### src/motor_ctrl_map.svh
/*
 * Register offsets, field positions, reset values and timing counts of the
 * motor controller protection and status register bank.
 * Assumes it is included by bare name wherever these constants are needed.
 */
`ifndef MOTOR_CTRL_MAP_SVH
`define MOTOR_CTRL_MAP_SVH

`define OFS_WDT_CTRL      8'h0b
`define OFS_DUTY_CMD      8'h0c
`define OFS_AREF_CMD      8'h0d
`define OFS_ANGLE_RB      8'h20
`define OFS_SUPPLY_RB     8'h21
`define OFS_FEEDBACK_RB   8'h22
`define OFS_TEMP_RB       8'h23
`define OFS_HP_HIGH       8'h26
`define OFS_HP_LOW        8'h27
`define OFS_STATUS        8'h28

`define CTRL_PIN_LATCH    7
`define CTRL_OT_LATCH     6
`define CTRL_CRC_EN       4
`define CTRL_WATCHDOG_EN       3
`define CTRL_WDT_CLR      2
`define CTRL_WDT_PER      1:0

`define ST_OVERTEMP       7
`define ST_OVERLOAD       6
`define ST_PIN_FAULT      5
`define ST_OVERVOLT       4
`define ST_HALL_ERR       3
`define ST_DIR_ERR        2
`define ST_WDT_TIMEOUT    1
`define ST_SHORT          0

`define REG_RESET_VAL     8'h00
`define WDT_BASE_MS       250
`define WDT_REF_FSYS_KHZ  1280
`define HP_DIV_RANGE0     4'h4
`define HP_DIV_RANGE1     4'h8
`define HALL_ALL_LOW      3'h0
`define HALL_ALL_HIGH     3'h7

`endif

### src/motor_ctrl_pkg.sv
/*
 * Types shared by the motor controller register bank.
 * Assumes nothing beyond a SystemVerilog compiler.
 */
package motor_ctrl_pkg;

    typedef struct packed {
        logic       clk_res_open;   // Clock-resistor pin open.
        logic       temp_open;      // Temperature pin open.
        logic       clk_res_short;  // Clock-resistor pin shorted.
        logic       overtemp;       // Temperature pin below trip level.
        logic       overload;       // Overload over-current tripped.
        logic       overvoltage;    // Supply sense above trip level.
        logic       short_cur;      // Current input above short level.
    } fault_cond_s;

    typedef struct packed {
        logic [4:0] angle;
        logic [4:0] supply;
        logic [4:0] feedback;
        logic [4:0] temperature;
    } adc_codes_s;

    typedef struct packed {
        logic        wr;
        logic        rd;
        logic [7:0]  addr;
        logic [7:0]  wdata;
    } reg_req_s;

    typedef struct packed {
        logic [7:0]  ctrl;
        logic [7:0]  duty;
        logic [7:0]  aref;
        logic [7:0]  rdata;
        logic [7:0]  status;
        logic [7:0]  duty_out;
        logic [7:0]  aref_out;
        logic        pwm_off;
        logic        pin_latch;
        logic        ot_latch;
        logic        fs_pin_q;
        logic        fs_bit_q;
        logic [2:0]  hall_q;
        logic        dir_err;
        logic [23:0] wdt_cnt;
        logic        wdt_to;
        logic [2:0]  pre;
        logic [15:0] hp_cnt;
        logic [15:0] hp_per;
        logic        hp_frozen;
    } state_s;

endpackage : motor_ctrl_pkg

### src/motor_ctrl_protect_status_regs.sv
/*
 * Protection latch, watchdog, duty/reference substitute, analog readback,
 * Hall period and fault status register bank of a brushless motor
 * controller.
 * Assumes the serial framing outside delivers one-cycle read and write
 * strobes with address and data, and that all inputs share sys_clk_i.
 */
// Behaviour
// - Pin fault unlatched when latch select clear.
// - Latched pin fault holds PWM off until release.
// - Open on both pins, short on clock pin.
// - Overtemp unlatched when latch enable clear.
// - Latched overtemp holds PWM off until release.
// - Control bit 4 enables serial CRC.
// - Control bit 3 enables the watchdog.
// - Period field picks four doubling timeouts.
// - Duty register replaces duty pin when selected.
// - Reference register replaces reference pin when selected.
// - Read-only registers at 0x20 to 0x28.
// - Readbacks carry 5-bit codes, upper bits zero.
// - Sixteen-bit counter measures Hall pattern intervals.
// - Counter clock divided by 4, 8 or 1.
// - High read freezes period until low read.
// - Status bit 7 shows over-temperature trip.
// - Status bits 6, 5 show overload, pin fault.
// - Status bit 4 shows over-voltage trip.
// - Status bit 3 shows illegal Hall pattern.
// - Status bit 2 shows Hall direction mismatch.
// - Status bit 1 shows watchdog timeout.
// - Status bit 0 shows short-circuit trip.
`include "motor_ctrl_map.svh"

module motor_ctrl_protect_status_regs
    import motor_ctrl_pkg::*;
#(
    parameter int WDT_BASE_CYCLES = `WDT_BASE_MS * `WDT_REF_FSYS_KHZ
) (
    input  wire logic        sys_clk_i,            // System clock.
    input  wire logic        rst_n_i,              // Async reset, low.
    input  wire reg_req_s    reg_req_i,            // Register strobes.
    output logic      [7:0]  reg_rdata_o,          // Read data.
    input  wire fault_cond_s fault_i,              // Comparator levels.
    input  wire adc_codes_s  adc_i,                // Converter codes.
    input  wire logic        free_stop_i,          // Free/stop pin.
    input  wire logic        free_stop_bit_i,      // Free/stop ctrl bit.
    input  wire logic        duty_source_sel_i,    // Use duty register.
    input  wire logic        reference_source_sel_i, // Use ref register.
    input  wire logic [1:0]  speed_range_sel_i,    // Hall count range.
    input  wire logic [2:0]  hall_inputs_i,        // Hall pattern.
    input  wire logic        seq_forward_i,        // Sequencer direction.
    input  wire logic [7:0]  duty_pin_i,           // Duty pin code.
    input  wire logic [7:0]  amp_reference_pin_i,  // Reference pin code.
    output logic      [7:0]  duty_cmd_o,           // PWM width command.
    output logic      [7:0]  amp_reference_o,      // Amplifier reference.
    output logic             pwm_off_o,            // All PWM outputs off.
    output logic             crc_en_o,             // Serial CRC enable.
    output logic      [7:0]  fault_status_o        // Status byte.
);

    if (WDT_BASE_CYCLES < 1 || WDT_BASE_CYCLES > 24'h1fffff) begin : g_chk
        $error("WDT_BASE_CYCLES must fit a 24-bit count after x8");
    end

    // Position of a legal Hall code in the forward commutation order.
    function automatic logic [2:0] hall_pos(input logic [2:0] code);
        unique case (code)
            3'h1:    hall_pos = 3'h0;
            3'h3:    hall_pos = 3'h1;
            3'h2:    hall_pos = 3'h2;
            3'h6:    hall_pos = 3'h3;
            3'h4:    hall_pos = 3'h4;
            3'h5:    hall_pos = 3'h5;
            default: hall_pos = 3'h7;
        endcase
    endfunction : hall_pos

    function automatic logic [2:0] hall_succ(input logic [2:0] pos);
        hall_succ = (pos == 3'h5) ? 3'h0 : pos + 3'h1;
    endfunction : hall_succ

    function automatic logic [23:0] wdt_limit(input logic [1:0] sel);
        wdt_limit = 24'(WDT_BASE_CYCLES) << sel;
    endfunction : wdt_limit

    state_s st_reg;
    state_s st_next;

    logic        pin_fault;
    logic        release_ev;
    logic        wdt_clear;
    logic        hp_tick;
    logic        hall_change;
    logic        hall_illegal;
    logic [2:0]  pos_old;
    logic [2:0]  pos_new;
    logic [23:0] limit;
    logic        rd_high;
    logic        rd_low;

    always_comb begin
        st_next = st_reg;
        pin_fault = fault_i.clk_res_open | fault_i.temp_open
                  | fault_i.clk_res_short;
        // Either a falling free/stop pin or a 1-then-0 control bit.
        release_ev = (st_reg.fs_pin_q & ~free_stop_i)
                   | (st_reg.fs_bit_q & ~free_stop_bit_i);
        wdt_clear = reg_req_i.wr && reg_req_i.addr == `OFS_WDT_CTRL
                    && reg_req_i.wdata[`CTRL_WDT_CLR];
        rd_high = reg_req_i.rd && reg_req_i.addr == `OFS_HP_HIGH;
        rd_low = reg_req_i.rd && reg_req_i.addr == `OFS_HP_LOW;
        limit = wdt_limit(st_reg.ctrl[`CTRL_WDT_PER]);
        st_next.fs_pin_q = free_stop_i;
        st_next.fs_bit_q = free_stop_bit_i;

        // The clear bit is an action, so it is never stored.
        if (reg_req_i.wr) begin
            unique case (reg_req_i.addr)
                `OFS_WDT_CTRL: begin
                    st_next.ctrl = reg_req_i.wdata;
                    st_next.ctrl[`CTRL_WDT_CLR] = 1'b0;
                end
                `OFS_DUTY_CMD: st_next.duty = reg_req_i.wdata;
                `OFS_AREF_CMD: st_next.aref = reg_req_i.wdata;
                default: ;
            endcase
        end

        // A fault present in the release cycle keeps the latch set.
        if (!st_reg.ctrl[`CTRL_PIN_LATCH]) begin
            st_next.pin_latch = 1'b0;
        end else if (pin_fault) begin
            st_next.pin_latch = 1'b1;
        end else if (release_ev) begin
            st_next.pin_latch = 1'b0;
        end
        if (!st_reg.ctrl[`CTRL_OT_LATCH]) begin
            st_next.ot_latch = 1'b0;
        end else if (fault_i.overtemp) begin
            st_next.ot_latch = 1'b1;
        end else if (release_ev) begin
            st_next.ot_latch = 1'b0;
        end
        st_next.pwm_off = pin_fault | st_reg.pin_latch
                        | fault_i.overtemp | st_reg.ot_latch;

        st_next.duty_out = duty_source_sel_i ? st_reg.duty
                                             : duty_pin_i;
        st_next.aref_out = reference_source_sel_i ? st_reg.aref
                                                  : amp_reference_pin_i;

        // Timeout holds the count until software clears or disables.
        if (!st_reg.ctrl[`CTRL_WATCHDOG_EN]) begin
            st_next.wdt_cnt = '0;
        end else if (wdt_clear) begin
            st_next.wdt_cnt = '0;
            st_next.wdt_to = 1'b0;
        end else if (st_reg.wdt_cnt >= limit - 24'h1) begin
            st_next.wdt_to = 1'b1;
        end else begin
            st_next.wdt_cnt = st_reg.wdt_cnt + 24'h1;
        end

        hp_tick = speed_range_sel_i[1] ? 1'b1
                : ({1'b0, st_reg.pre}
                   == (speed_range_sel_i[0] ? `HP_DIV_RANGE1
                                            : `HP_DIV_RANGE0)
                   - 4'h1);
        st_next.pre = hp_tick ? 3'h0 : st_reg.pre + 3'h1;

        hall_change = hall_inputs_i != st_reg.hall_q;
        hall_illegal = hall_inputs_i == `HALL_ALL_LOW
                     || hall_inputs_i == `HALL_ALL_HIGH;
        pos_old = hall_pos(st_reg.hall_q);
        pos_new = hall_pos(hall_inputs_i);
        st_next.hall_q = hall_inputs_i;
        if (hall_change && pos_old != 3'h7 && pos_new != 3'h7) begin
            if (pos_new == hall_succ(pos_old)) begin
                st_next.dir_err = ~seq_forward_i;
            end else if (pos_old == hall_succ(pos_new)) begin
                st_next.dir_err = seq_forward_i;
            end
        end

        // Counting stays parked at zero while software owns the value. The
        // high-byte read cycle counts as frozen too, so a Hall edge landing
        // on it cannot hand out bytes from two different periods.
        if (st_reg.hp_frozen || rd_high) begin
            st_next.hp_cnt = '0;
        end else if (hall_change) begin
            st_next.hp_per = st_reg.hp_cnt;
            st_next.hp_cnt = '0;
        end else if (hp_tick && st_reg.hp_cnt != 16'hffff) begin
            st_next.hp_cnt = st_reg.hp_cnt + 16'h1;
        end

        if (rd_high) begin
            st_next.hp_frozen = 1'b1;
        end else if (rd_low) begin
            st_next.hp_frozen = 1'b0;
        end

        st_next.status = '0;
        st_next.status[`ST_OVERTEMP] = fault_i.overtemp
                                     | st_reg.ot_latch;
        st_next.status[`ST_OVERLOAD] = fault_i.overload;
        st_next.status[`ST_PIN_FAULT] = pin_fault
                                      | st_reg.pin_latch;
        st_next.status[`ST_OVERVOLT] = fault_i.overvoltage;
        st_next.status[`ST_HALL_ERR] = hall_illegal;
        st_next.status[`ST_DIR_ERR] = st_reg.dir_err;
        st_next.status[`ST_WDT_TIMEOUT] = st_reg.wdt_to;
        st_next.status[`ST_SHORT] = fault_i.short_cur;

        if (reg_req_i.rd) begin
            unique case (reg_req_i.addr)
                `OFS_WDT_CTRL:    st_next.rdata = st_reg.ctrl;
                `OFS_DUTY_CMD:    st_next.rdata = st_reg.duty;
                `OFS_AREF_CMD:    st_next.rdata = st_reg.aref;
                `OFS_ANGLE_RB:    st_next.rdata = {3'h0, adc_i.angle};
                `OFS_SUPPLY_RB:   st_next.rdata = {3'h0, adc_i.supply};
                `OFS_FEEDBACK_RB: st_next.rdata = {3'h0, adc_i.feedback};
                `OFS_TEMP_RB:     st_next.rdata = {3'h0, adc_i.temperature};
                `OFS_HP_HIGH:     st_next.rdata = st_reg.hp_per[15:8];
                `OFS_HP_LOW:      st_next.rdata = st_reg.hp_per[7:0];
                `OFS_STATUS:      st_next.rdata = st_reg.status;
                default:          st_next.rdata = 8'h00;
            endcase
        end
    end

    always_ff @(posedge sys_clk_i or negedge rst_n_i) begin
        if (!rst_n_i) begin
            st_reg <= '0;
        end else begin
            st_reg <= st_next;
        end
    end

    assign reg_rdata_o = st_reg.rdata;
    assign duty_cmd_o = st_reg.duty_out;
    assign amp_reference_o = st_reg.aref_out;
    assign pwm_off_o = st_reg.pwm_off;
    assign crc_en_o = st_reg.ctrl[`CTRL_CRC_EN];
    assign fault_status_o = st_reg.status;
endmodule : motor_ctrl_protect_status_regs

### config.mk
export PLATFORM = sky130hd
export DESIGN_NAME = motor_ctrl_protect_status_regs
export DESIGN_NICKNAME = d
export VERILOG_FILES = /design/src/motor_ctrl_pkg.sv /design/src/motor_ctrl_protect_status_regs.sv
export VERILOG_INCLUDE_DIRS = /design/src
export SDC_FILE = /design/constraint.sdc
export NUM_CORES = 1
export LEC_CHECK = 0
export ABC_AREA = 0
export BUFFER_PORTS_ARGS = -buffer_cell sky130_fd_sc_hd__buf_4
export CAP_MARGIN = 20
export CORE_MARGIN = 5
export CORE_UTILIZATION = 57
export DETAILED_ROUTE_END_ITERATION = 7
export PLACE_DENSITY = 0.8
export SLEW_MARGIN = 20
export SYNTH_ARGS = -nofsm -noshare
export SYNTH_HDL_FRONTEND = slang
export SYNTH_SLANG_ARGS = --single-unit
### constraint.sdc
create_clock -name sys_clk_i -period 3.9 [get_ports sys_clk_i]
set_input_delay 0.195 -clock sys_clk_i [delete_from_list [all_inputs] [get_ports sys_clk_i]]
set_output_delay 0.195 -clock sys_clk_i [all_outputs]
set_load 0.01 [all_outputs]
### Word level (Yosys, flattened, before mapping)

Index checks and enable logic that the tools add are counted.

| cells by class | value |
|---|---|
| magnitude comparators | 1 |
| bitwise logic cells | 13 |
| reduce and logical (&&, ||, !) cells | 20 |
| equality and inequality tests | 35 |
| multiplexer cells | 26 |
| add/subtract/negate cells | 7 |
| shifts and indexed selects | 1 |

Operators with widths:

| kind | count |
|---|---|
| one-hot mux 8 bit (10 select lines) | 1 |
| equality test 8 x 6 -> 1 bit (second input constant) | 7 |
| 2-to-1 mux 16 bit | 3 |
| 2-to-1 mux 24 bit | 2 |
| one-hot mux 3 bit (6 select lines) | 2 |
| equality test 3 bit (second input constant) | 9 |
| 2-to-1 mux 25 bit | 1 |
| adder 24 x 1 -> 24 bit (second input constant) | 1 |
| equality test 8 x 4 -> 1 bit (second input constant) | 3 |
| >= comparator 24 bit | 1 |
| left shift 19 x 2 -> 24 bit (first input constant) | 1 |
| subtractor 24 x 1 -> 24 bit (second input constant) | 1 |
| adder 16 x 1 -> 16 bit (second input constant) | 1 |
| 2-to-1 mux 8 bit | 2 |
| inequality test 16 bit (second input constant) | 1 |
| equality test 3 x 2 -> 1 bit (second input constant) | 4 |
| AND reduction 2 bit | 6 |
| 2-to-1 mux 1 bit | 11 |
| adder 3 x 1 -> 3 bit (second input constant) | 3 |
| 2-to-1 mux 3 bit | 3 |
| inequality test 3 bit (second input constant) | 3 |
| logical AND 1 bit | 7 |
| bitwise OR 1 bit | 7 |
| equality test 3 x 1 -> 1 bit (second input constant) | 2 |
| 13 further kinds | 21 |

| word-level totals | value |
|---|---|
| word-level logic and storage cells | 123 |
| output and inout bits | 34 |
| flip-flop bits (word level) | 125 |

### Depth between registers and ports, before layout

| depth | value |
|---|---|
| depth in word-level cells | 8 |
| mapped depth | 12 |
| depth with buffers taken out | 10 |

### Worst setup path before layout

Ideal clock, no wire load.

| path | value |
|---|---|
| path type | register -> register |
| start point | register st_reg[119] in the netlist's numbering |
| end point | register st_reg[57] in the netlist's numbering |
| clock period less this slack | 2.833 ns |
| cell stages (with the launch flop) | 12 |
| arrival time | 2.697 ns |
| data required time | 3.764 ns |
| slack | 1.067 ns |
| path buffers | 2 |
| library setup time | 0.136 ns |
| cells stage by stage | dfrtp_1 inv_1 ha_1 ha_1 a21o_1 a221o_1 a221oi_4 o211ai_4 buf_6 buf_2 o31ai_1 a21oi_1 |

| between the ends | value |
|---|---|
| word-level cells in the longest chain between the ends | 4 |

Ends and longest elaborated chain:

| item | line | text |
|---|---|---|
| from (decl) | motor_ctrl_protect_status_regs.sv:85 | `state_s st_reg;` |
| from (signal assigned) | motor_ctrl_protect_status_regs.sv:235 | `st_reg <= st_next;` |
| left shift 19 x 2 -> 24 bit | motor_ctrl_protect_status_regs.sv:82 | `wdt_limit = 24'(WDT_BASE_CYCLES) << sel;` |
| subtractor 24 x 1 -> 24 bit | motor_ctrl_protect_status_regs.sv:157 | `end else if (st_reg.wdt_cnt >= limit - 24'h1) begin` |
| >= comparator 24 bit | motor_ctrl_protect_status_regs.sv:157 |  |
| inequality test 3 bit (no source line) | -- |  |

Every way passes these cells.
A chain may end at the register's enable or synchronous reset.

### Worst setup path in the final report

| path | value |
|---|---|
| start point | register st_reg[119] in the netlist's numbering |
| end point | register st_reg[59] in the netlist's numbering |

The elaborated chain is that of the path after synthesis.

==> metrics.md <==
| Metric | Value |
|---|---|
| Status | complete, no violations |
| Post-DR wirelength/cell | 18.7 um |
| Cts bufs inserted | 17 |
| Mapped cell area | 0.00676 sq mm |
| Required time of the critical path | 4230 ps |
| Ranking of synthesized cells by area | dfrtp_1, mux2_2, ha_1, buf_4, a21oi_1 |
| Design area | 0.00818 sq mm |
| Slowest stage delay, CP | 620 ps |
| Synth Warn # | 0 |
| Post-DRT Antenna Nets | 0 |
| CP startpoint kind | flop |
| Std cell rows | 39 |
| Final Max Slew Viols | 0 |
| 1st-pass router iterations | 5 |
| Number of global-route vias before repair | 5483 |
| DRT Wirelength | 16500 um |
| Vias after detailed routing | 5265 |
| Main synth FF type | dfrtp_1 |
| Finished Layout Cells | 881 |
| Setup violators final | 0 |
| Post-synthesis average cell area | 10.6 sq um |
| Port bufs | 106 |
| Post-CTS setup buffers | 0 |
| Worst setup margin | 556 ps |
| DP Area | 0.00738 sq mm |
| Fillers | 795 |
| Final Cycle Share | 85.7% |
| Crit path max-delay family | compound AO/OA/AOI/OAI gates |
| Post-synthesis sequential element count | 125 |
| Largest net degree at the start of global routing | 70 |
| Inserted Diodes | 0 |
| CP max FO | 46 |
| Pre-CTS setup slack | 559 ps |
| Post-synth cell types | 67 |
| Synth Instances | 638 |
| CP max-delay cell | or4_1 |
| DIE WIDTH | 119 um |
| P_leak | 3.82 nW |
| GRT overflow | 0 |
| Count leader, synth | dfrtp_1 |
| Clock Sinks | 125 |
| Seq/Total Area, Yosys | 46.3% |
| VDD IR max | 0.249 mV |
| CTS resizes | 0 |
| Worst-Margin Slew | 962 ps |
| Worst skew pair latency | 420 ps |
| TritonCTS clock tree | yes |
| Max H-tree Level | 4 |
| Worst hold margin | 16.2 ps |
| CP arrival | 3680 ps |
| Post-layout nets | 824 |
| Crit path buffers/inverters | 1 |
| Worst path cell trace | inv_1 -> ha_1 -> ha_1 -> a21o_1 -> a221o_1 -> a221oi_4 -> o211ai_4 -> or4_1 -> a21oi_1 |
| Synth top area share | 46.3% |
| Crit end category | flop |
| Io pins | 107 |
| EDFF count, synth | 0 |
| GPL Wtd Cong | 0.917 |
| Share of cells above drive strength 1 | 28.0% |
| DR DRC count | 0 |
| First-pass GRT wire length | 27300 um |
| Crit Path Category | flop to flop |
| Placeable core area | 0.0115 sq mm |
| Die Y | 119 um |
| Vias per inst | 5.98 |
| Cts hold-fix bufs | 20 |
| Deepest clock path buffer count | 2 |
| Starting Density | 58.7% |
| Die ar. | 0.0141 sq mm |
| F_max | 0.299 GHz |
| Slew HR | 35.5% |
| GR Util All Layers | 24.1% |
| Root buffer cell | clkbuf_16 |
| P&R area growth vs syn | 21.1% |
| Fin Setup TNS | 0 ps |
| Clk_skew | 6.31 ps |
| Clock period minus worst slack | 3340 ps |
| MaxCap Viol Count | 0 |
| Worst hold path type | primary input to flop |
| DP HPWL | 11800 um |
| Max reg flops | 89 |
| Final hold violation count | 0 |
| Initial antenna violation count | 1 |
| PwrDens | 407 mW/mm^2 |
| RSZ-0062 raised after global routing | no |
| Top cell by count, worst path | ha_1 |
| Dpl cells | 829 |
| Clock Pin Slew Worst Setup and Hold Paths | 60 ps |
| Iter 0 DRT Violations | 360 |
| Area leader, netlist | dfrtp_1 |
| Top cells by count, synth | dfrtp_1, mux2_2, nand2_1 |
| Asr flop ratio synth | 100% |
## stage by stage
step                power (W)  util (%)
floorplan             0.00160         -
global placement      0.00173      64.1
detailed placement    0.00175      64.1
CTS                   0.00335      71.0
global route          0.00346      71.0
finish                0.00333      71.0
## cells by family (layout without fill, tap and decap cells)
logic type                 count (synthesis)  count (layout)  share of synthesized area (%)
buffers and inverters                     76             175                           6.31
DFF                                      125             125                           46.3
adders and majority gates                 26              26                           4.81
AOI/OAI and AO/OA                        129             129                           12.9
xor gates and xnor gates                  23              23                           2.98
other                                      1               2                         0.0555
muxes                                     69              69                           11.6
and+or+nand+nor                          189             189                           15.0
## metal layers
layer | global-route usage [%] | up-vias | wire length, um
met3 | 5.88 | 30 | 1060
li1 | - | 2473 | -
met2 | 40.2 | 194 | 8310
met5 | 0 | - | 16
met4 | 10.4 | 2 | 427
met1 | 29.9 | 2566 | 6690
## power breakdown
group,leakage (nW),internal (W),total [W],switching (W)
logic,1.87,0.000179,0.000357,0.000178
clock network,0.283,0.000997,0.00158,0.000587
registers,1.67,0.00135,0.00139,0.0000423
## placed cells by master, fill, tap and decap left out, types with 5 or more instances in the layout
master	Yosys	layout
a31oi_1	9	9
nand3_1	27	27
or4_1	12	12
buf_4	34	108
nor2_1	32	32
nand4_1	8	8
and3_1	12	12
o21ai_0	27	27
inv_1	15	15
xor2_1	14	14
a21o_1	7	7
clkbuf_16	0	17
mux2_2	55	55
dfrtp_1	125	125
ha_1	26	26
or3_1	14	14
nand2_1	45	45
a21oi_1	36	36
nor2b_1	6	6
and4_1	10	10
and2_1	5	5
dlygate4sd3_1	0	20
o31ai_1	8	8
mux2i_1	12	12
xnor2_1	9	9
## worst paths after layout
| kind | to | slack [ps] | cells after the start | startpoint |
|---|---|---|---|---|
| hold / removal | duty_cmd_o[5] | 20 | 2 | duty_pin_i[5] |
| min in group asynchronous | st_reg[62] | 450 | 2 | rst_n_i |
| hold reg to reg | fault_status_o[1] | 390 | 0 | st_next[87] |
| setup / recovery | st_reg[59] | 560 | 9 | st_reg[119] |
| setup reg to reg | st_reg[59] | 560 | 9 | st_reg[119] |
| max in group asynchronous | amp_reference_o[3] | 2500 | 3 | rst_n_i |
## layout make-up
| cell class | count | area [sq um] | area share (%) |
|---|---|---|---|
| clock buffer | 21 | 470 | 5.75 |
| clock inverter | 11 | 130 | 1.59 |
| inverter | 15 | 56.3 | 0.688 |
| multi-input combinational | 438 | 3210 | 39.2 |
| sequential | 125 | 3130 | 38.2 |
| tap | 143 | 179 | 2.19 |
| timing repair buffer | 128 | 1010 | 12.4 |
(Power assumes the default switching activity.)
